--- config.mk ---
export PLATFORM = sky130hd
export DESIGN_NAME = smia_agg
export DESIGN_NICKNAME = d
export VERILOG_FILES = /design/src/smia_pkg.sv /design/src/smia_agg.sv /design/src/smia_sync.sv
export SDC_FILE = /design/constraint.sdc
export NUM_CORES = 1
export LEC_CHECK = 0
export ABC_CLOCK_PERIOD_IN_PS = 3870
export BUFFER_PORTS_ARGS = -buffer_cell sky130_fd_sc_hd__clkbuf_2
export CAP_MARGIN = 10
export CORE_MARGIN = 2
export CORE_UTILIZATION = 25
export CTS_BUF_LIST = sky130_fd_sc_hd__clkbuf_16
export CTS_CLUSTER_SIZE = 24
export DETAILED_ROUTE_END_ITERATION = 16
export PLACE_DENSITY = 0.49
export SLEW_MARGIN = 0
export SYNTH_ARGS = -nofsm -noshare
export SYNTH_HDL_FRONTEND = slang
export SYNTH_SLANG_ARGS = --single-unit
--- constraint.sdc ---
create_clock -name hclk -period 3.87 [get_ports hclk]
set_input_delay 0.387 -clock hclk [delete_from_list [all_inputs] [get_ports hclk]]
set_output_delay 0.387 -clock hclk [all_outputs]
set_load 0.02 [all_outputs]
--- src/smia_pkg.sv ---
// package: constants and types of the system management interrupt aggregator
package smia_pkg;

    // ------------------------------------------------------------
    // register indices (byte address = 4 * index)
    // ------------------------------------------------------------
    localparam logic [7:0] IDX_INPUT_DEVICE_STATUS = 8'h11;
    localparam logic [7:0] IDX_GPIO_EVENT_STATUS_A = 8'h12;
    localparam logic [7:0] IDX_GPIO_EVENT_STATUS_B = 8'h13;
    localparam logic [7:0] IDX_GPIO_FAN_EVENT_STATUS = 8'h14;
    localparam logic [7:0] IDX_RESERVED_ZERO_SLOT = 8'h15;
    localparam logic [7:0] IDX_PERIPHERAL_IRQ_ENABLE = 8'h16;
    localparam logic [7:0] IDX_INPUT_IRQ_ROUTE_ENABLE = 8'h17;
    localparam logic [7:0] IDX_GPIO_EVENT_ENABLE_A = 8'h18;
    localparam logic [7:0] IDX_IRQ_STATUS = 8'h20;
    localparam logic [7:0] IDX_IRQ_MASK = 8'h21;

    // ------------------------------------------------------------
    // implemented bits and reset values
    // ------------------------------------------------------------
    localparam logic [7:0] MSK_INPUT_DEVICE_STATUS = 8'h17;
    localparam logic [7:0] MSK_GPIO_EVENT_STATUS_A = 8'hf7;
    localparam logic [7:0] MSK_GPIO_EVENT_STATUS_B = 8'hff;
    localparam logic [7:0] MSK_GPIO_FAN_EVENT_STATUS = 8'hcf;
    localparam logic [7:0] MSK_PERIPHERAL_IRQ_ENABLE = 8'h3e;
    localparam logic [7:0] MSK_INPUT_IRQ_ROUTE_ENABLE = 8'hf7;
    localparam logic [7:0] MSK_GPIO_EVENT_ENABLE_A = 8'hf7;
    localparam logic [7:0] RST_REG8 = 8'h00;
    localparam logic [2:0] RST_IRQ3 = 3'h0;

    // ------------------------------------------------------------
    // field positions
    // ------------------------------------------------------------
    localparam int POS_MOUSE = 0;
    localparam int POS_KEYBOARD = 1;
    localparam int POS_INFRARED = 2;
    localparam int POS_KBC_PORT = 4;
    localparam int POS_PERIPH_LO = 1;
    localparam int POS_PERIPH_HI = 5;
    localparam int POS_TO_WAKE = 5;
    localparam int POS_TO_SERIRQ = 6;
    localparam int POS_TO_PIN = 7;
    localparam int POS_EV_GROUP = 0;
    localparam int POS_EV_INFRARED = 1;
    localparam int POS_EV_GPIO = 2;

    // ------------------------------------------------------------
    // counts and bus codes
    // ------------------------------------------------------------
    localparam logic [1:0] IR_ARM_CYC = 2'h3;
    localparam logic [1:0] HTRANS_IDLE = 2'h0;
    localparam logic [1:0] HTRANS_NONSEQ = 2'h2;
    localparam logic HRESP_OKAY = 1'b0;
    localparam int SRC_W = 32;

    // ------------------------------------------------------------
    // types
    // ------------------------------------------------------------
    typedef struct packed {
        logic [4:0] periph_irq;
        logic mouse_irq;
        logic keyboard_irq;
        logic kbc_port_line;
        logic ir_receive_primary;
        logic ir_receive_secondary;
        logic [7:0] gpio_a;
        logic [7:0] gpio_b;
        logic [3:0] gpio_c;
        logic [1:0] fan_tach;
    } smia_src_t;

    typedef struct packed {
        logic write;
        logic [7:0] idx;
    } smia_aphase_t;

    typedef enum logic {
        ST_ADDR = 1'b0,
        ST_DATA = 1'b1
    } smia_bus_st_t;

endpackage

--- src/smia_agg.sv ---
// module: system management interrupt aggregator with AHB-Lite register slave
`timescale 1ns/1ps
// Operation
// - mouse, keyboard and port-line flags follow their sources; software cannot clear them.
// - any transition on the selected infrared receive line sets the infrared flag.
// - reading the input device status register clears the infrared flag.
// - gpio status A holds flags in bits 0-2,4-7; write one clears; bit 3 reserved.
// - gpio status B holds eight flags, each cleared by writing one.
// - gpio/fan status holds bits 0-3 and 6-7, write-one-clear; bits 4-5 reserved.
// - the reserved slot at index 15 hex always reads zero.
// - peripheral enable bits 1-5 gate parallel, uarts, floppy and midi sources.
// - a source joins the group only when its enable bit is one.
// - route enable bit 5 forwards the group into the wake logic.
// - route enable bit 6 carries the group in the serial irq stream.
// - route enable bit 7 drives the group onto the dedicated pin.
// - all status and enable registers reset to zero on standby power-on reset.
module smia_agg (
    input wire logic hclk,
    input wire logic hresetn,
    input wire logic hsel,
    input wire logic [31:0] haddr,
    input wire logic [1:0] htrans,
    input wire logic hwrite,
    input wire logic [2:0] hsize,
    input wire logic [31:0] hwdata,
    input wire logic hready,
    output logic hreadyout,
    output logic hresp,
    output logic [31:0] hrdata,
    input wire smia_pkg::smia_src_t src,
    input wire logic ir_rx_select,
    output logic mgmt_irq_out_n,
    output logic grouped_mgmt_irq_n,
    output logic group_wake_req,
    output logic group_serirq_req,
    output logic irq
);
    import smia_pkg::*;

    // ------------------------------------------------------------
    // input synchronisation
    // ------------------------------------------------------------
    smia_src_t src_s;

    smia_sync #(
        .W(SRC_W)
    ) u_sync (
        .hclk(hclk),
        .hresetn(hresetn),
        .d(src),
        .q(src_s)
    );

    // ------------------------------------------------------------
    // bus address and data phase tracking
    // ------------------------------------------------------------
    smia_bus_st_t st_q;
    smia_bus_st_t st_d;
    smia_aphase_t ap_q;
    smia_aphase_t ap_d;
    logic hreadyout_q;
    logic [31:0] hrdata_q;
    logic [31:0] hrdata_d;

    wire addr_take = hsel & hready & (htrans == HTRANS_NONSEQ);
    wire in_data = (st_q == ST_DATA);
    wire wr_now = in_data & ap_q.write;
    wire rd_now = in_data & ~ap_q.write;
    wire [7:0] wbyte = hwdata[7:0];

    always_comb begin
        st_d = st_q;
        ap_d = ap_q;
        unique case (st_q)
            ST_ADDR: begin
                if (addr_take) begin
                    st_d = ST_DATA;
                    ap_d.write = hwrite;
                    ap_d.idx = haddr[9:2];
                end
            end
            ST_DATA: begin
                st_d = ST_ADDR;
            end
        endcase
    end

    always_ff @(posedge hclk or negedge hresetn) begin
        if (!hresetn) begin
            st_q <= ST_ADDR;
            ap_q <= '0;
        end else begin
            st_q <= st_d;
            ap_q <= ap_d;
        end
    end

    // ------------------------------------------------------------
    // register decode
    // ------------------------------------------------------------
    wire hit_sts2 = (ap_q.idx == IDX_INPUT_DEVICE_STATUS);
    wire hit_sts3 = (ap_q.idx == IDX_GPIO_EVENT_STATUS_A);
    wire hit_sts4 = (ap_q.idx == IDX_GPIO_EVENT_STATUS_B);
    wire hit_sts5 = (ap_q.idx == IDX_GPIO_FAN_EVENT_STATUS);
    wire hit_rsvd = (ap_q.idx == IDX_RESERVED_ZERO_SLOT);
    wire hit_en1 = (ap_q.idx == IDX_PERIPHERAL_IRQ_ENABLE);
    wire hit_en2 = (ap_q.idx == IDX_INPUT_IRQ_ROUTE_ENABLE);
    wire hit_en3 = (ap_q.idx == IDX_GPIO_EVENT_ENABLE_A);
    wire hit_ists = (ap_q.idx == IDX_IRQ_STATUS);
    wire hit_imsk = (ap_q.idx == IDX_IRQ_MASK);

    wire wr_sts3 = wr_now & hit_sts3;
    wire wr_sts4 = wr_now & hit_sts4;
    wire wr_sts5 = wr_now & hit_sts5;
    wire wr_en1 = wr_now & hit_en1;
    wire wr_en2 = wr_now & hit_en2;
    wire wr_en3 = wr_now & hit_en3;
    wire wr_imsk = wr_now & hit_imsk;
    wire rd_sts2 = rd_now & hit_sts2;
    wire rd_ists = rd_now & hit_ists;

    // ------------------------------------------------------------
    // enable registers
    // ------------------------------------------------------------
    logic [7:0] en1_q;
    logic [7:0] en2_q;
    logic [7:0] en3_q;
    logic [2:0] imsk_q;

    wire [7:0] en1_d = wr_en1 ? (wbyte & MSK_PERIPHERAL_IRQ_ENABLE) : en1_q;
    wire [7:0] en2_d = wr_en2 ? (wbyte & MSK_INPUT_IRQ_ROUTE_ENABLE) : en2_q;
    wire [7:0] en3_d = wr_en3 ? (wbyte & MSK_GPIO_EVENT_ENABLE_A) : en3_q;
    wire [2:0] imsk_d = wr_imsk ? wbyte[2:0] : imsk_q;

    always_ff @(posedge hclk or negedge hresetn) begin
        if (!hresetn) begin
            en1_q <= RST_REG8;
            en2_q <= RST_REG8;
            en3_q <= RST_REG8;
            imsk_q <= RST_IRQ3;
        end else begin
            en1_q <= en1_d;
            en2_q <= en2_d;
            en3_q <= en3_d;
            imsk_q <= imsk_d;
        end
    end

    // ------------------------------------------------------------
    // infrared transition detection
    // ------------------------------------------------------------
    logic ir_prev_q;
    logic [1:0] ir_arm_q;

    // the selector comes from the same clock; sampling is after the mux
    wire ir_line = ir_rx_select ? src_s.ir_receive_secondary : src_s.ir_receive_primary;
    // ignore transitions until the synchroniser output has settled after reset
    wire ir_armed = (ir_arm_q == IR_ARM_CYC);
    wire ir_edge = ir_armed & (ir_line != ir_prev_q);
    wire [1:0] ir_arm_d = ir_armed ? ir_arm_q : ir_arm_q + 2'h1;

    always_ff @(posedge hclk or negedge hresetn) begin
        if (!hresetn) begin
            ir_prev_q <= 1'b0;
            ir_arm_q <= 2'h0;
        end else begin
            ir_prev_q <= ir_line;
            ir_arm_q <= ir_arm_d;
        end
    end

    // ------------------------------------------------------------
    // status registers
    // ------------------------------------------------------------
    logic [7:0] sts2_q;
    logic [7:0] sts3_q;
    logic [7:0] sts4_q;
    logic [7:0] sts5_q;
    logic [7:0] sts2_d;

    // level flags track the synchronised source lines
    wire ir_flag_d = ir_edge | (sts2_q[POS_INFRARED] & ~rd_sts2);

    always_comb begin
        sts2_d = RST_REG8;
        sts2_d[POS_MOUSE] = src_s.mouse_irq;
        sts2_d[POS_KEYBOARD] = src_s.keyboard_irq;
        sts2_d[POS_KBC_PORT] = src_s.kbc_port_line;
        sts2_d[POS_INFRARED] = ir_flag_d;
    end

    wire [7:0] ev3 = src_s.gpio_a & MSK_GPIO_EVENT_STATUS_A;
    wire [7:0] ev4 = src_s.gpio_b & MSK_GPIO_EVENT_STATUS_B;
    wire [7:0] ev5 = {src_s.fan_tach, 2'b00, src_s.gpio_c} & MSK_GPIO_FAN_EVENT_STATUS;
    // write-one clears use the low byte seen in the data phase
    wire [7:0] clr3 = wr_sts3 ? wbyte : RST_REG8;
    wire [7:0] clr4 = wr_sts4 ? wbyte : RST_REG8;
    wire [7:0] clr5 = wr_sts5 ? wbyte : RST_REG8;

    // a new event in the clearing cycle keeps its flag set
    wire [7:0] sts3_d = ev3 | (sts3_q & ~clr3);
    wire [7:0] sts4_d = ev4 | (sts4_q & ~clr4);
    wire [7:0] sts5_d = ev5 | (sts5_q & ~clr5);

    always_ff @(posedge hclk or negedge hresetn) begin
        if (!hresetn) begin
            sts2_q <= RST_REG8;
            sts3_q <= RST_REG8;
            sts4_q <= RST_REG8;
            sts5_q <= RST_REG8;
        end else begin
            sts2_q <= sts2_d;
            sts3_q <= sts3_d;
            sts4_q <= sts4_d;
            sts5_q <= sts5_d;
        end
    end

    // ------------------------------------------------------------
    // grouped interrupt
    // ------------------------------------------------------------
    wire [4:0] periph_en = en1_q[POS_PERIPH_HI:POS_PERIPH_LO];
    wire periph_hit = |(src_s.periph_irq & periph_en);
    wire input_hit = |(sts2_q & en2_q & MSK_INPUT_DEVICE_STATUS);
    wire gpio_hit = |(sts3_q & en3_q);
    wire group_d = periph_hit | input_hit | gpio_hit;

    logic group_q;
    logic grouped_n_q;
    logic mgmt_irq_out_n_q;
    logic wake_q;
    logic serirq_q;

    // each route is a separate gate so one enable never disturbs another
    wire pin_d = group_d & en2_q[POS_TO_PIN];
    wire wake_d = group_d & en2_q[POS_TO_WAKE];
    wire serirq_d = group_d & en2_q[POS_TO_SERIRQ];

    always_ff @(posedge hclk or negedge hresetn) begin
        if (!hresetn) begin
            group_q <= 1'b0;
            grouped_n_q <= 1'b1;
        end else begin
            group_q <= group_d;
            grouped_n_q <= ~group_d;
        end
    end

    always_ff @(posedge hclk or negedge hresetn) begin
        if (!hresetn) begin
            mgmt_irq_out_n_q <= 1'b1;
        end else begin
            mgmt_irq_out_n_q <= ~pin_d;
        end
    end

    always_ff @(posedge hclk or negedge hresetn) begin
        if (!hresetn) begin
            wake_q <= 1'b0;
        end else begin
            wake_q <= wake_d;
        end
    end

    always_ff @(posedge hclk or negedge hresetn) begin
        if (!hresetn) begin
            serirq_q <= 1'b0;
        end else begin
            serirq_q <= serirq_d;
        end
    end

    // ------------------------------------------------------------
    // block interrupt: sticky status, mask, read-to-clear
    // ------------------------------------------------------------
    logic [2:0] ists_q;
    logic irq_q;
    logic [2:0] iev;

    always_comb begin
        iev = RST_IRQ3;
        iev[POS_EV_GROUP] = group_d & ~group_q;
        iev[POS_EV_INFRARED] = ir_edge;
        iev[POS_EV_GPIO] = |(ev3 | ev4 | ev5);
    end

    wire [2:0] ists_keep = rd_ists ? RST_IRQ3 : ists_q;
    wire [2:0] ists_d = iev | ists_keep;

    always_ff @(posedge hclk or negedge hresetn) begin
        if (!hresetn) begin
            ists_q <= RST_IRQ3;
            irq_q <= 1'b0;
        end else begin
            ists_q <= ists_d;
            irq_q <= |(ists_d & imsk_d);
        end
    end

    // ------------------------------------------------------------
    // read data and bus response
    // ------------------------------------------------------------
    wire [7:0] rd_byte =
        hit_sts2 ? (sts2_q & MSK_INPUT_DEVICE_STATUS) :
        hit_sts3 ? (sts3_q & MSK_GPIO_EVENT_STATUS_A) :
        hit_sts4 ? (sts4_q & MSK_GPIO_EVENT_STATUS_B) :
        hit_sts5 ? (sts5_q & MSK_GPIO_FAN_EVENT_STATUS) :
        hit_rsvd ? RST_REG8 :
        hit_en1 ? en1_q :
        hit_en2 ? en2_q :
        hit_en3 ? en3_q :
        hit_ists ? {5'h00, ists_q} :
        hit_imsk ? {5'h00, imsk_q} :
        RST_REG8;

    // every NONSEQ transfer gets exactly one wait state; read data land with it
    assign hrdata_d = rd_now ? {24'h000000, rd_byte} : hrdata_q;

    always_ff @(posedge hclk or negedge hresetn) begin
        if (!hresetn) begin
            hreadyout_q <= 1'b1;
            hrdata_q <= 32'h00000000;
        end else begin
            hreadyout_q <= (st_d != ST_DATA);
            hrdata_q <= hrdata_d;
        end
    end

    // ------------------------------------------------------------
    // outputs
    // ------------------------------------------------------------
    assign hreadyout = hreadyout_q;
    assign hresp = HRESP_OKAY;
    assign hrdata = hrdata_q;
    assign mgmt_irq_out_n = mgmt_irq_out_n_q;
    assign grouped_mgmt_irq_n = grouped_n_q;
    assign group_wake_req = wake_q;
    assign group_serirq_req = serirq_q;
    assign irq = irq_q;

    // hsize is accepted for any value; only the low byte lane carries data
    wire unused_ok = &{1'b0, hsize, hwdata[31:8], haddr[31:10], haddr[1:0]};
endmodule

--- src/smia_sync.sv ---
// module: two-stage synchroniser for a bus of asynchronous levels
`timescale 1ns/1ps
module smia_sync #(
    parameter int W = 8
) (
    input wire logic hclk,
    input wire logic hresetn,
    input wire logic [W-1:0] d,
    output logic [W-1:0] q
);
    logic [W-1:0] meta_q;

    always_ff @(posedge hclk or negedge hresetn) begin
        if (!hresetn) begin
            meta_q <= '0;
            q <= '0;
        end else begin
            meta_q <= d;
            q <= meta_q;
        end
    end
endmodule

# [Word-level counts from Yosys, hierarchy flattened]
# Index checks and enable logic that the tools add are counted.
[classes] n_mul=0 bitwise_logic=45 n_eq_ne=13 magnitude_cmp=0 div=0 n_addsub=1 n_reduce_logical=6 n_mux=18 shifts=0
[op_table] operator="two-way mux 8 bit" count=11
[op_table] operator="== test 8 x 5 -> 1 bit, second input constant" count=8
[op_table] operator="OR 8 bit" count=5
[op_table] operator="AND 8 bit" count=4
[op_table] operator="NOT 8 bit" count=3
[op_table] operator="AND 1 bit" count=19
[op_table] operator="== test 8 x 6 -> 1 bit, second input constant" count=2
[op_table] operator="OR reduction 8 bit" count=2
[op_table] operator="two-way mux 3 bit" count=4
[op_table] operator="AND 5 bit" count=2
[op_table] operator="NOT 1 bit" count=7
[op_table] operator="OR reduction 5 bit" count=1
[op_table] operator="== test 2 bit, second input constant" count=2
[op_table] operator="OR reduction 4 bit" count=1
[op_table] operator="AND 3 bit" count=1
[op_table] operator="OR 1 bit" count=3
[op_table] operator="OR 3 bit" count=1
[op_table] operator="OR reduction 3 bit" count=1
[op_table] operator="adder 2 x 1 -> 2 bit, second input constant" count=1
[op_table] operator="two-way mux 1 bit" count=2
[op_table] operator="case mux 1 bit (2 select lines)" count=1
[op_table] operator="AND reduction 2 bit" count=1
[op_table] operator="inequality test 1 bit" count=1
[totals] elab_cells=107 n_memories=0 romBits=0 regBits=145 latch_bits=0 mem_bits_rw=0

# [Depth between registers and ports, before layout]
# Gate-level depths: netlist (run 1).
[logic_depth] ltp_word=11 ltp_mapped=7 depth_no_buf=5

# [Cells and area by module]
# From an unflattened synthesis (run 1), not the netlist that was laid out.
[unflattened] cells_unflattened=408 area_unflattened_um2=5397.7
[by_module_without_submodules] mod="smia_agg" n_inst=1 cells_each=344 seq_area_each_um2=1955.6 area_each_um2=3796.1
[by_module_without_submodules] mod="smia_sync" n_inst=1 cells_each=64 seq_area_each_um2=1601.5 area_each_um2=1601.5

# [Worst setup path after synthesis (run 1)]
# No wires, ideal clock.
[synth_timing] path_kind="register to register" from="reg ap_q[7] (netlist bit)" to="reg irq_q (netlist: irq)" path_stages_with_launch=7 t_arrival_ns=2.148 path_slack_ns=1.596 cell_sequence="dfrtp_1 > or4_1 > buf_6 > nor4_4 > mux2_4 > a21boi_2 > a221o_1"
[synth_lines] item="start, declared" line="smia_agg.sv:59" source="smia_aphase_t ap_q;"
[synth_lines] item="start signal, assigned" line="smia_agg.sv:94" source="ap_q <= ap_d;"
[synth_lines] item="== test 8 x 6 -> 1 bit" line="smia_agg.sv:110" source="wire hit_imsk = (ap_q.idx == IDX_IRQ_MASK);"
[synth_lines] item="AND 1 bit" line="smia_agg.sv:118" source="wire wr_imsk = wr_now & hit_imsk;"
[synth_lines] item="two-way mux 3 bit" line="smia_agg.sv:133" source="wire [2:0] imsk_d = wr_imsk ? wbyte[2:0] : imsk_q;"
[synth_lines] item="via imsk_d[1]" line="smia_agg.sv:133"
[synth_lines] item="AND 3 bit" line="smia_agg.sv:296" source="irq_q <= |(ists_d & imsk_d);"
[synth_lines] item="OR reduction 3 bit" line="smia_agg.sv:296"
[synth_lines] item="end signal, assigned" line="smia_agg.sv:296"
[synth_lines] item="end, declared" line="smia_agg.sv:277" source="logic irq_q;"
# The timed path passes the listed nets, and every way through them passes these cells.
# A chain may end at the register's enable or synchronous reset.

# [Final worst setup path (run 1)]
[layout_timing] from="reg ap_q[0] (netlist bit)" to="reg hrdata_q[1] (netlist: hrdata[1])"
[layout_via] elab_chain_len=11
[layout_rtl] item="== test 8 x 6 -> 1 bit" line="smia_agg.sv:110"
[layout_rtl] item="two-way mux 3 bit" line="smia_agg.sv:313" source="hit_imsk ? {5'h00, imsk_q} :"
[layout_rtl] item="two-way mux 3 bit" line="smia_agg.sv:312" source="hit_ists ? {5'h00, ists_q} :"
[layout_rtl] item="two-way mux 8 bit" line="smia_agg.sv:311" source="hit_en3 ? en3_q :"
[layout_rtl] item="two-way mux 8 bit" line="smia_agg.sv:310" source="hit_en2 ? en2_q :"
[layout_rtl] item="two-way mux 8 bit" line="smia_agg.sv:309" source="hit_en1 ? en1_q :"
[layout_rtl] item="two-way mux 8 bit" line="smia_agg.sv:308" source="hit_rsvd ? RST_REG8 :"
[layout_rtl] item="two-way mux 8 bit" line="smia_agg.sv:307" source="hit_sts5 ? (sts5_q & MSK_GPIO_FAN_EVENT_STATUS) :"
[layout_rtl] item="two-way mux 8 bit" line="smia_agg.sv:306" source="hit_sts4 ? (sts4_q & MSK_GPIO_EVENT_STATUS_B) :"
[layout_rtl] item="two-way mux 8 bit" line="smia_agg.sv:305" source="hit_sts3 ? (sts3_q & MSK_GPIO_EVENT_STATUS_A) :"
[layout_rtl] item="two-way mux 8 bit (*)" line="smia_agg.sv:304" source="hit_sts2 ? (sts2_q & MSK_INPUT_DEVICE_STATUS) :"
[layout_rtl] item="end signal, assigned" line="smia_agg.sv:325" source="hrdata_q <= hrdata_d;"
[layout_rtl] item="end, declared" line="smia_agg.sv:62" source="logic [31:0] hrdata_q;"
# Every way passes the cells marked *; elsewhere a longest branch is shown, timed or not.

==> key figures, run 1 <==
Layout
  – Post-layout instance count excluding filler cells: 765
  – Most common library cell in the layout ignoring fill and taps: sky130_fd_sc_hd__dfrtp_1
  – Layout overhead on the synthesized area: 21.6%
  – Commonest cells after routing, fill and taps aside: sky130_fd_sc_hd__dfrtp_1, sky130_fd_sc_hd__clkbuf_2, sky130_fd_sc_hd__nand2_1, sky130_fd_sc_hd__mux2_2, sky130_fd_sc_hd__conb_1
  – Filler Cells Inserted: 2129
  – Number of nets at the end of the flow: 586
  – Diode count: 0
  – Utilization of the core after routing: 0.311
  – Area taken by multi-input logic gates: 1730 µm²
  – FF+latch area: 3510 µm²
  – Ratio of cells with drive above 1 in the final layout: 0.316

Critical path
  – Slack of the worst reg-to-reg path: 1.15 ns
  – Worst Setup Path Type: register to register
  – Max Fanout on Critical Path: 23
  – Nature of the critical path startpoint: register
  – Arrival time of the worst setup path: 3.02 ns
  – Required arrival time at the worst endpoint: 4.18 ns
  – Critical Path End Type: register

Synth
  – Sequential-to-total area share from yosys stat: 0.649
  – Mean Syn Cell Area: 13.5 µm²
  – Prevailing post-synth register cell: sky130_fd_sc_hd__dfrtp_1
  – Flip-flop and latch count after synthesis: 140
  – Mapped Area: 5400 µm²
  – Distinct cells, synth: 49
  – Fraction of registers with async set/reset: 1.00
  – Count of flip-flops with a built-in enable after synthesis: 0
  – Synthesized netlist cell count: 399
  – Synth Warn #: 0

Clock network
  – Cell at the root of the clock tree: sky130_fd_sc_hd__clkbuf_16
  – Number of buffers added for setup after CTS: 0
  – Worst-skew pair later-pin latency: 0.41 ns
  – Clock Sinks: 140
  – Count of H-tree levels built during CTS: 4
  – Hold buffer count at cts: 0
  – Total of cells resized after clock tree synthesis: 0
  – Clock tree from TritonCTS: yes
  – Clk buf depth: 2
  – Num CTS Buffers: 17
  – Clock-pin transition on the worst setup and hold timing paths: 0.06 ns

Power
  – Peak supply drop: 0.292 mV
  – Power per unit of standard cell area: 546 nW/µm²
  – Int Pwr: 0.00267 W
  – Switching component of the power: 0.000918 W
  – Sequential share of power: 0.457
  – Power Total: 0.00358 W
  – Fraction of power spent switching nets: 0.256
  – Relative contribution of the clock network to total power: 0.458
  – Leakage power: 2.80 nW
  – Combinational cell fraction of total power: 0.085

Global route
  – Number of antenna violations at the first check in global routing: 0
  – GRT Util Overall: 0.123
  – Global-route wire length before repair: 20.5 mm
  – Vias in the first global route: 3627
  – Maximum number of pins on one net before global-route repair: 85
  – Remaining global-route overflow: 0

Timing
  – Final Hold Fails: 0
  – Final Worst Setup Slack: 1.15 ns
  – Rel. slew slack: 0.309
  – Slew at the pin with the worst max-slew slack: 1.03 ns
  – Max Clk Rate: 368 MHz
  – Max-slew violations: 0
  – Final min period: 2.72 ns
  – Final clock skew: 0.00736 ns
  – RSZ-0062 raised after global routing: no
  – Portion of the clock cycle consumed by the worst path in the final layout: 0.702
  – Final setup violation count: 0
  – Setup Total Neg Slack: 0 ns

Place
  – Final weighted congestion in routability-driven placement: 0.867
  – Number of placed cells counting well taps: 734
  – Pre-CTS setup slack: 1.15 ns
  – HPWL after detailed placement: 9.32 mm
  – Port bufs: 68

Outcome
  – Status: finished, final reports clean

Route
  – Drt first-iter violations: 278
  – First-pass iteration count of the detailed router: 4
  – Post-DR vias/cell: 4.53
  – Avg WL per Cell: 17.2 µm
  – Count of unresolved DRC violations after routing: 0
  – Final Routed Wirelength: 13.2 mm
  – Final antenna-violating net count: 0
  – Via Count: 3462

Floorplanning
  – Die extent in x: 151 µm
  – Chip Height: 151 µm
  – Overall die area: 22800 µm²
  – Initial core utilization: 0.256
  – Core box area: 21100 µm²
  – Top-level I/O count: 146
  – Num rows: 53

Hold path
  – Type of the most critical hold path: input pin to async pin

Run
  – Max-cap violations: 0
metrics by stage:
step,hold WS (ns),instance area [µm²]
floorplan,0.0914,5490
global placement,0.334,5970
detailed placement,0.335,5970
CTS,0.0535,6570
global route,0.0443,6570
finish,0.0220,6570
state kept, by name, summed over array words and instances, names as in the netlist, 4 cells and up:
name,cells
ap_q,9
en1_q,5
en2_q,7
en3_q,7
hrdata,8
sts2_q,4
sts3_q,7
sts4_q,8
sts5_q,6
u_sync.meta_q,31
u_sync.q,31
per-layer routing:
metal	vias to the layer above	GRT usage	share of wire
li1	1548	-	-
met1	1762	0.158	0.44
met2	131	0.192	0.47
met3	21	0.0392	0.067
met4	0	0.0519	0.023
met5	-	0	0
path summary, 6_finish.rpt:
check / startpoint / endpoint / cells past startpoint
max: ap_q[0] / hrdata[1] / 5
min: hresetn / u_sync.meta_q[5] / 1
max reg2reg: ap_q[0] / hrdata[1] / 5
min reg2reg: u_sync.q[24] / sts2_q[4] / 0
max in group asynchronous: hresetn / ir_arm_q[1] / 2
min in group hclk: src[31] / u_sync.meta_q[31] / 1
final cells by class:
class                   count  area share
clock buffers              17      0.0648
repair buffers             72      0.0573
flip-flops and latches    140       0.534
inverters                   3     0.00171
well taps                 275      0.0524
multi-input cells         244       0.264
clock inverters            14      0.0259
cells in the mapped netlist (3+ instances only):
cell	instances	area (µm²)
sky130_fd_sc_hd__dfrtp_1	137	3430
sky130_fd_sc_hd__mux2_2	36	405
sky130_fd_sc_hd__nand2_1	36	135
sky130_fd_sc_hd__buf_4	25	188
sky130_fd_sc_hd__a21o_1	21	158
sky130_fd_sc_hd__o21ai_0	13	65.1
sky130_fd_sc_hd__nor2_1	11	41.3
sky130_fd_sc_hd__a21oi_1	10	50.1
sky130_fd_sc_hd__a221oi_1	10	87.6
sky130_fd_sc_hd__nor2b_1	9	56.3
sky130_fd_sc_hd__nand2b_1	7	43.8
sky130_fd_sc_hd__a32o_1	6	60.1
sky130_fd_sc_hd__clkbuf_1	6	22.5
sky130_fd_sc_hd__nor4_1	6	37.5
sky130_fd_sc_hd__a22o_1	5	43.8
sky130_fd_sc_hd__nor3_1	5	25.0
sky130_fd_sc_hd__a31o_2	4	35.0
sky130_fd_sc_hd__a221o_1	3	30.0
sky130_fd_sc_hd__a32oi_1	3	26.3
sky130_fd_sc_hd__dfstp_2	3	78.8
sky130_fd_sc_hd__inv_1	3	11.3
sky130_fd_sc_hd__nor4_4	3	63.8
sky130_fd_sc_hd__o31ai_1	3	22.5
kinds of logic after synthesis:
| kind of cell | synth area share |
|---|---|
| AO/OA/AOI/OAI | 0.120 |
| adder cells (fa/ha/maj) | 0.00232 |
| other | 0.000694 |
| flip-flops | 0.649 |
| buffers and inverters | 0.0463 |
| AND/OR/NAND/NOR | 0.100 |
| XOR/XNOR | 0.00162 |
| multiplexers | 0.0797 |
worst max-delay path: stages (launching register included):
cell	delay (ns)
sky130_fd_sc_hd__dfrtp_1	0.92
sky130_fd_sc_hd__nand2b_1	0.38
sky130_fd_sc_hd__nor4_1	0.92
sky130_fd_sc_hd__a32o_1	0.23
sky130_fd_sc_hd__a21oi_1	0.05
sky130_fd_sc_hd__o31ai_1	0.10
power by group through the flow:
| stage | clock network (W) | logic [W] | registers (W) |
|---|---|---|---|
| after global placement | 0 | 0.000303 | 0.00166 |
| final | 0.00164 | 0.000304 | 0.00164 |
| after detailed placement | 0 | 0.000306 | 0.00166 |
| after CTS | 0.00169 | 0.000308 | 0.00164 |
| after floorplan | 0 | 0.000220 | 0.00163 |
| after global routing | 0.00176 | 0.000340 | 0.00165 |
Note: power is estimated with default switching activity, not from simulation.
==> inputs of run 2 (changes only) <==
ABC_CLOCK_PERIOD_IN_PS = 2700   (was 3870)
clock period = 2.7 ns   (was 3.87 ns; I/O delays follow)
==> run 2 against run 1 <==
Combinational power increased by 66%. Clock power grew 42%. First-iteration DRC count shrank 14%. Global-route usage increased by 0.37 points. Worst hold slack improved by 0.057 ns. Non-clock buffer count up 44. Utilization is 1.9 points higher. Sequential share of layout area fell by 3.1 points. Largest cell class unchanged. Largest power group unchanged.
==> key figures, run 2 (synthesized netlist as in run 1, its figures left out) <==
Clock network
  – Clock tree from TritonCTS: yes
  – Total of cells resized after clock tree synthesis: 0 (unchanged)
  – Clk buf depth: 2 (unchanged)
  – Clock-pin transition on the worst setup and hold timing paths: 0.06 ns (about the same)
  – Num CTS Buffers: 17 (unchanged)
  – Count of H-tree levels built during CTS: 4 (unchanged)
  – Number of buffers added for setup after CTS: 0 (unchanged)
  – Cell at the root of the clock tree: sky130_fd_sc_hd__clkbuf_16
  – Clock Sinks: 140 (unchanged)
  – Worst-skew pair later-pin latency: 0.42 ns (about the same)

Outcome
  – Status: finished, final reports clean

Layout
  – Top Registers: u_sync.meta_q: 31 flops, u_sync.q: 31 flops, ap_q: 9 flops
  – Utilization of the core after routing: 0.330 (+0.0190)
  – Diode count: 0 (unchanged)
  – Commonest cells after routing, fill and taps aside: sky130_fd_sc_hd__dfrtp_1, sky130_fd_sc_hd__clkbuf_2, sky130_fd_sc_hd__nand2_1, sky130_fd_sc_hd__mux2_2, sky130_fd_sc_hd__dlygate4sd3_1
  – Area of all placed cells without fillers: 6970 µm² (+6.1%)
  – Most common library cell in the layout ignoring fill and taps: sky130_fd_sc_hd__dfrtp_1
  – Layout overhead on the synthesized area: 29.0%
  – Filler Cells Inserted: 2109 (-0.94%)
  – Ratio of cells with drive above 1 in the final layout: 0.312 (-0.00418)
  – Number of nets at the end of the flow: 630 (+7.5%)
  – Post-layout instance count excluding filler cells: 810 (+5.9%)

Timing
  – Final clock skew: 0.00915 ns (+0.00178 ns)
  – RSZ-0062 raised after global routing: no
  – Max Clk Rate: 413 MHz (+12%)
  – Max-slew violations: 0 (unchanged)
  – Slew at the pin with the worst max-slew slack: 0.813 ns (-0.214 ns)
  – Setup Total Neg Slack: 0 ns (unchanged)
  – Final Hold Fails: 0 (unchanged)
  – Final setup violation count: 0 (unchanged)
  – Portion of the clock cycle consumed by the worst path in the final layout: 0.897 (+0.195)
  – Rel. slew slack: 0.456 (+0.147)
  – Final min period: 2.42 ns (-0.294 ns)

Floorplanning
  – Overall die area: 22800 µm² (unchanged)
  – Num rows: 53 (unchanged)
  – Initial core utilization: 0.256 (unchanged)
  – Top-level I/O count: 146 (unchanged)
  – Die extent in x: 151 µm (unchanged)
  – Chip Height: 151 µm (unchanged)
  – Core box area: 21100 µm² (unchanged)

Place
  – Number of placed cells counting well taps: 746 (+1.6%)
  – Post-place instance area: 6060 µm² (+1.5%)
  – Port bufs: 68 (unchanged)
  – Final weighted congestion in routability-driven placement: 0.857 (-1.1%)
  – HPWL after detailed placement: 9.52 mm (+2.1%)

Power
  – Power Total: 0.00516 W (+44%)
  – Power per unit of standard cell area: 741 nW/µm² (+36%)
  – Leakage power: 2.99 nW (+6.8%)
  – Peak supply drop: 0.406 mV (+39%)

Critical path
  – Slack of the worst reg-to-reg path: 0.28 ns (-0.88 ns)
  – Critical path origin: ap_q[5]
  – Max Fanout on Critical Path: 8 (-65%)
  – Worst Setup Path Type: register to register
  – Arrival time of the worst setup path: 2.72 ns (-0.30 ns)
  – Crit-path cells: nor4b_4, and3_1, nand3_1, mux2_2
  – Cell depth of the worst flop-to-flop path: 4 (-1)
  – Critical Path End Type: register
  – Slowest cell on the critical path: sky130_fd_sc_hd__nor4b_4
  – End of the worst register-to-register path: en3_q[2]
  – End point of the critical path: en3_q[2]
  – Peak per-stage delay on the critical path: 0.52 ns (-0.40 ns)
  – Nature of the critical path startpoint: register
  – Launch point of the worst reg-to-reg path: ap_q[5]
  – Required arrival time at the worst endpoint: 3.00 ns (-1.18 ns)

Hold path
  – Type of the most critical hold path: input pin to register
  – Number of cells on the worst hold path: 2

Route
  – Via Count: 3594 (+3.8%)
  – Final antenna-violating net count: 0 (unchanged)
  – Drt first-iter violations: 240 (-14%)
  – Final Routed Wirelength: 13.4 mm (+1.6%)
  – Count of unresolved DRC violations after routing: 0 (unchanged)
  – First-pass iteration count of the detailed router: 5 (+1)
  – Avg WL per Cell: 16.5 µm (-4.0%)
  – Post-DR vias/cell: 4.44 (-2.0%)

Global route
  – Vias in the first global route: 3687 (+1.7%)
  – Number of antenna violations at the first check in global routing: 0 (unchanged)
  – Remaining global-route overflow: 0 (unchanged)
  – Maximum number of pins on one net before global-route repair: 75 (-12%)
  – GRT Util Overall: 0.127 (+0.00374)
  – Global-route wire length before repair: 21.0 mm (+2.3%)

Run
  – Max-cap violations: 0 (unchanged)
==> run 2: changes by cell type in the layout (fill, tap and decap cells not counted), sizes merged <==
cell         previous run  this run
dlygate4sd3             0        32
buf                     5        17
inv                     5        10
clkinv                  5         2
bufinv                  3         2
==> run 2: per-stage QoR <==
stage	hold WS, ns	setup slack (ns)
after floorplan	-0.0256	0.426
after global placement	0.335	0.341
after detailed placement	0.335	0.342
after CTS	0.0581	0.324
after global routing	0.0637	0.208
final	0.0789	0.278
==> run 2: area by class of cell <==
type / count / area (µm²) / share of cell area
inverters: 3 / 11.3 / 0.00162
flip-flops and latches: 140 / 3510 / 0.503
repair buffers: 116 / 787 / 0.113
clock inverters: 15 / 160 / 0.0230
multi-input cells: 244 / 1730 / 0.249
clock buffers: 17 / 425 / 0.0610
well taps: 275 / 344 / 0.0494
==> run 2: repair_timing <==
action,4_1_cts,5_1_grt
setup endpoints to repair,0,0
hold buffers,32,0
endpoints found under the hold margin,98,0
==> run 2: report_power, final <==
group | switching (W) | total, W | internal [W]
Sequential | 0.000119 | 0.00233 | 0.00221
Combinational | 0.000300 | 0.000506 | 0.000205
Clock | 0.000953 | 0.00233 | 0.00137
Total | 0.00137 | 0.00516 | 0.00379
==> run 2: worst min-delay path by stage <==
stage                                 from               end  slack [ns]
after CTS                         haddr[7]           ap_q[5]        0.06
after floorplan                    hresetn           ap_q[0]       -0.03
after detailed placement  u_sync.meta_q[1]       u_sync.q[1]        0.33
final                             haddr[7]           ap_q[5]        0.08
after global routing              haddr[7]           ap_q[5]        0.06
after global placement             hresetn  u_sync.meta_q[5]        0.34
==> run 2: layer usage <==
metal	track usage	vias up	wire, µm
met3	0.0337	23	790
li1	-	1645	-
met2	0.193	133	6420
met4	0.0621	0	347
met5	0	-	0
met1	0.167	1793	5840
==> run 2: critical path, delay by kind of cell (launching register included) <==
kind          cells  cell delay, ns
flops             1            0.45
simple gates      3            1.42
mux               1            0.44
==> inputs of run 3 (changes only) <==
ABC_CLOCK_PERIOD_IN_PS = 2100   (was 2700)
PLACE_DENSITY = 0.51   (was 0.49)
clock period = 2.1 ns   (was 2.7 ns; I/O delays follow)
==> run 3 against run 2 <==
Clock power increased by 29%. Critical endpoint is now irq. Worst hold slack lost 0.044 ns. Utilization rose by 1.4 points. Sequential share of layout area down 2.0 points. Global-route usage about the same. Critical path depth up 1. Via count increased by 2.0%. Combinational power rose by 63%. Worst setup slack got worse by 0.31 ns. Final cell count grew 3.5%. The run now ends with negative setup slack left.
==> key figures, run 3 (synthesized netlist as in run 1, its figures left out) <==
Timing
  – Portion of the clock cycle consumed by the worst path in the final layout: 1.02 (+0.118)
  – Final Hold Fails: 0 (unchanged)
  – Final Worst Setup Slack: -0.0315 ns (-0.310 ns)
  – Final clock skew: 0.00760 ns (-0.00155 ns)
  – Final min period: 2.13 ns (-0.290 ns)
  – Worst-case hold slack: 0.0346 ns (-0.0443 ns)
  – Max-slew violations: 0 (unchanged)
  – Final setup violation count: 1 (+1)
  – Max Clk Rate: 469 MHz (+14%)
  – RSZ-0062 raised after global routing: yes

Global route
  – Global-route wire length before repair: 21.3 mm (+1.6%)
  – Maximum number of pins on one net before global-route repair: 63 (-16%)
  – Number of antenna violations at the first check in global routing: 0 (unchanged)
  – GRT Util Overall: 0.127 (+0.000160)
  – Remaining global-route overflow: 0 (unchanged)
  – Vias in the first global route: 3913 (+6.1%)

Clock network
  – Cell at the root of the clock tree: sky130_fd_sc_hd__clkbuf_16
  – Clock-pin transition on the worst setup and hold timing paths: 0.06 ns (about the same)
  – Num CTS Buffers: 17 (unchanged)
  – Clock Sinks: 140 (unchanged)
  – Worst-skew pair later-pin latency: 0.42 ns (about the same)
  – Count of H-tree levels built during CTS: 4 (unchanged)
  – Clk buf depth: 2 (unchanged)
  – Clock tree from TritonCTS: yes

Route
  – First-pass iteration count of the detailed router: 4 (-1)
  – Final antenna-violating net count: 0 (unchanged)
  – Final Routed Wirelength: 13.5 mm (+0.40%)
  – Via Count: 3665 (+2.0%)
  – Count of unresolved DRC violations after routing: 0 (unchanged)
  – Post-DR vias/cell: 4.37 (-1.4%)
  – Drt first-iter violations: 165 (-31%)
  – Avg WL per Cell: 16.1 µm (-3.0%)

Critical path
  – Max Fanout on Critical Path: 3 (-5)
  – Arrival time of the worst setup path: 2.43 ns (-0.29 ns)
  – Required arrival time at the worst endpoint: 2.39 ns (-0.61 ns)
  – Worst Setup Path Type: register to register
  – Nature of the critical path startpoint: register
  – Critical Path End Type: register

Place
  – HPWL after detailed placement: 10.0 mm (+5.5%)
  – Port bufs: 68 (unchanged)
  – Final weighted congestion in routability-driven placement: 0.842 (-1.7%)
  – Post-place instance area: 6300 µm² (+4.0%)

Layout
  – Diode count: 0 (unchanged)
  – Ratio of cells with drive above 1 in the final layout: 0.350 (+0.0378)
  – FF+latch area: 3510 µm² (about the same)
  – Area of all placed cells without fillers: 7270 µm² (+4.3%)
  – Layout overhead on the synthesized area: 34.5%
  – Top Registers: u_sync.meta_q: 31 flops, u_sync.q: 31 flops, ap_q: 9 flops
  – Filler Cells Inserted: 2092 (-0.81%)
  – Number of nets at the end of the flow: 658 (+4.4%)
  – Area taken by multi-input logic gates: 1760 µm² (+1.4%)
  – Commonest cells after routing, fill and taps aside: sky130_fd_sc_hd__dfrtp_1, sky130_fd_sc_hd__clkbuf_2, sky130_fd_sc_hd__buf_4
  – Most common library cell in the layout ignoring fill and taps: sky130_fd_sc_hd__dfrtp_1

Power
  – Relative contribution of the clock network to total power: 0.443 (-0.008)
  – Sequential share of power: 0.436 (-0.015)
  – Leakage power: 3.18 nW (+6.3%)
  – Combinational cell fraction of total power: 0.122 (+0.024)
  – Int Pwr: 0.00507 W (+34%)
  – Power per unit of standard cell area: 933 nW/µm² (+26%)
  – Fraction of power spent switching nets: 0.252 (-0.0139)
  – Switching component of the power: 0.00171 W (+25%)
  – Peak supply drop: 0.538 mV (+33%)
  – Power Total: 0.00678 W (+31%)

Floorplanning
  – Die extent in x: 151 µm (unchanged)
  – Initial core utilization: 0.256 (unchanged)
  – Core box area: 21100 µm² (unchanged)
  – Num rows: 53 (unchanged)
  – Chip Height: 151 µm (unchanged)
  – Top-level I/O count: 146 (unchanged)
  – Overall die area: 22800 µm² (unchanged)

Hold path
  – Type of the most critical hold path: input pin to register

Outcome
  – Status: finished with violations
  – Violated checks: negative setup slack

Run
  – Max-cap violations: 0 (unchanged)
[run 3: what timing repair did]
action,in CTS,in global routing
endpoints found under the hold margin,84,0
pin swaps,3,3
setup buffers,0,1
hold buffers,32,0
endpoints found under the setup margin,17,17
gates resized for setup,3,4
[run 3: worst paths after layout]
path / startpoint / to / slack [ns] / depth (start not counted)
worst min register to register: u_sync.meta_q[25] / u_sync.q[25] / 0.35 / 0
min in group asynchronous: hresetn / u_sync.meta_q[5] / 0.23 / 2
worst max register to register: ap_q[7] / irq / -0.03 / 5
max in group asynchronous: hresetn / hreadyout / 1.19 / 3
worst max-delay path: ap_q[7] / irq / -0.03 / 5
worst min-delay path: haddr[3] / ap_q[1] / 0.03 / 2
[run 3: area by class of cell]
cell class	count	share of cell area
tap	275	0.0474
clock buffer	17	0.0586
timing repair buffer	144	0.143
multi-input combinational	244	0.242
inverter	3	0.00155
sequential	140	0.483
clock inverter	15	0.0241
[run 3: power by group through the flow]
stage	Combinational (W)	Sequential, W	Clock [W]
floorplan	0.000406	0.00300	0
CTS	0.000821	0.00295	0.00310
global route	0.000901	0.00297	0.00322
finish	0.000825	0.00295	0.00300
detailed placement	0.000765	0.00300	0
global placement	0.000748	0.00299	0
[run 3: layer usage]
layer | track usage | vias up | routed length (µm)
met1 | 0.158 | 1844 | 5810
met5 | 0 | - | 0
li1 | - | 1698 | -
met3 | 0.0346 | 14 | 674
met4 | 0.0458 | 0 | 238
met2 | 0.211 | 109 | 6730
[run 3: stage by stage]
| stage | worst slack (ns) | util | std cells | setup TNS, ns |
|---|---|---|---|---|
| 6_report | -0.0315 | 0.345 | 838 | -0.0315 |
| 5_1_grt | -0.0875 | 0.345 | 838 | -0.133 |
| 4_1_cts | -0.0243 | 0.343 | 837 | -0.0243 |
| 3_5_place_dp | -0.147 | 0.299 | 773 | -1.08 |
| 3_3_place_gp | -0.123 | 0.299 | 773 | -0.761 |
| 2_1_floorplan | -0.104 | - | 423 | -0.104 |
[run 3: critical path: stages (launching register included)]
cell	delay, ns
sky130_fd_sc_hd__dfrtp_1	0.39
sky130_fd_sc_hd__or4_4	0.58
sky130_fd_sc_hd__nor4_4	0.28
sky130_fd_sc_hd__mux2_4	0.34
sky130_fd_sc_hd__a21boi_2	0.15
sky130_fd_sc_hd__a221o_1	0.27
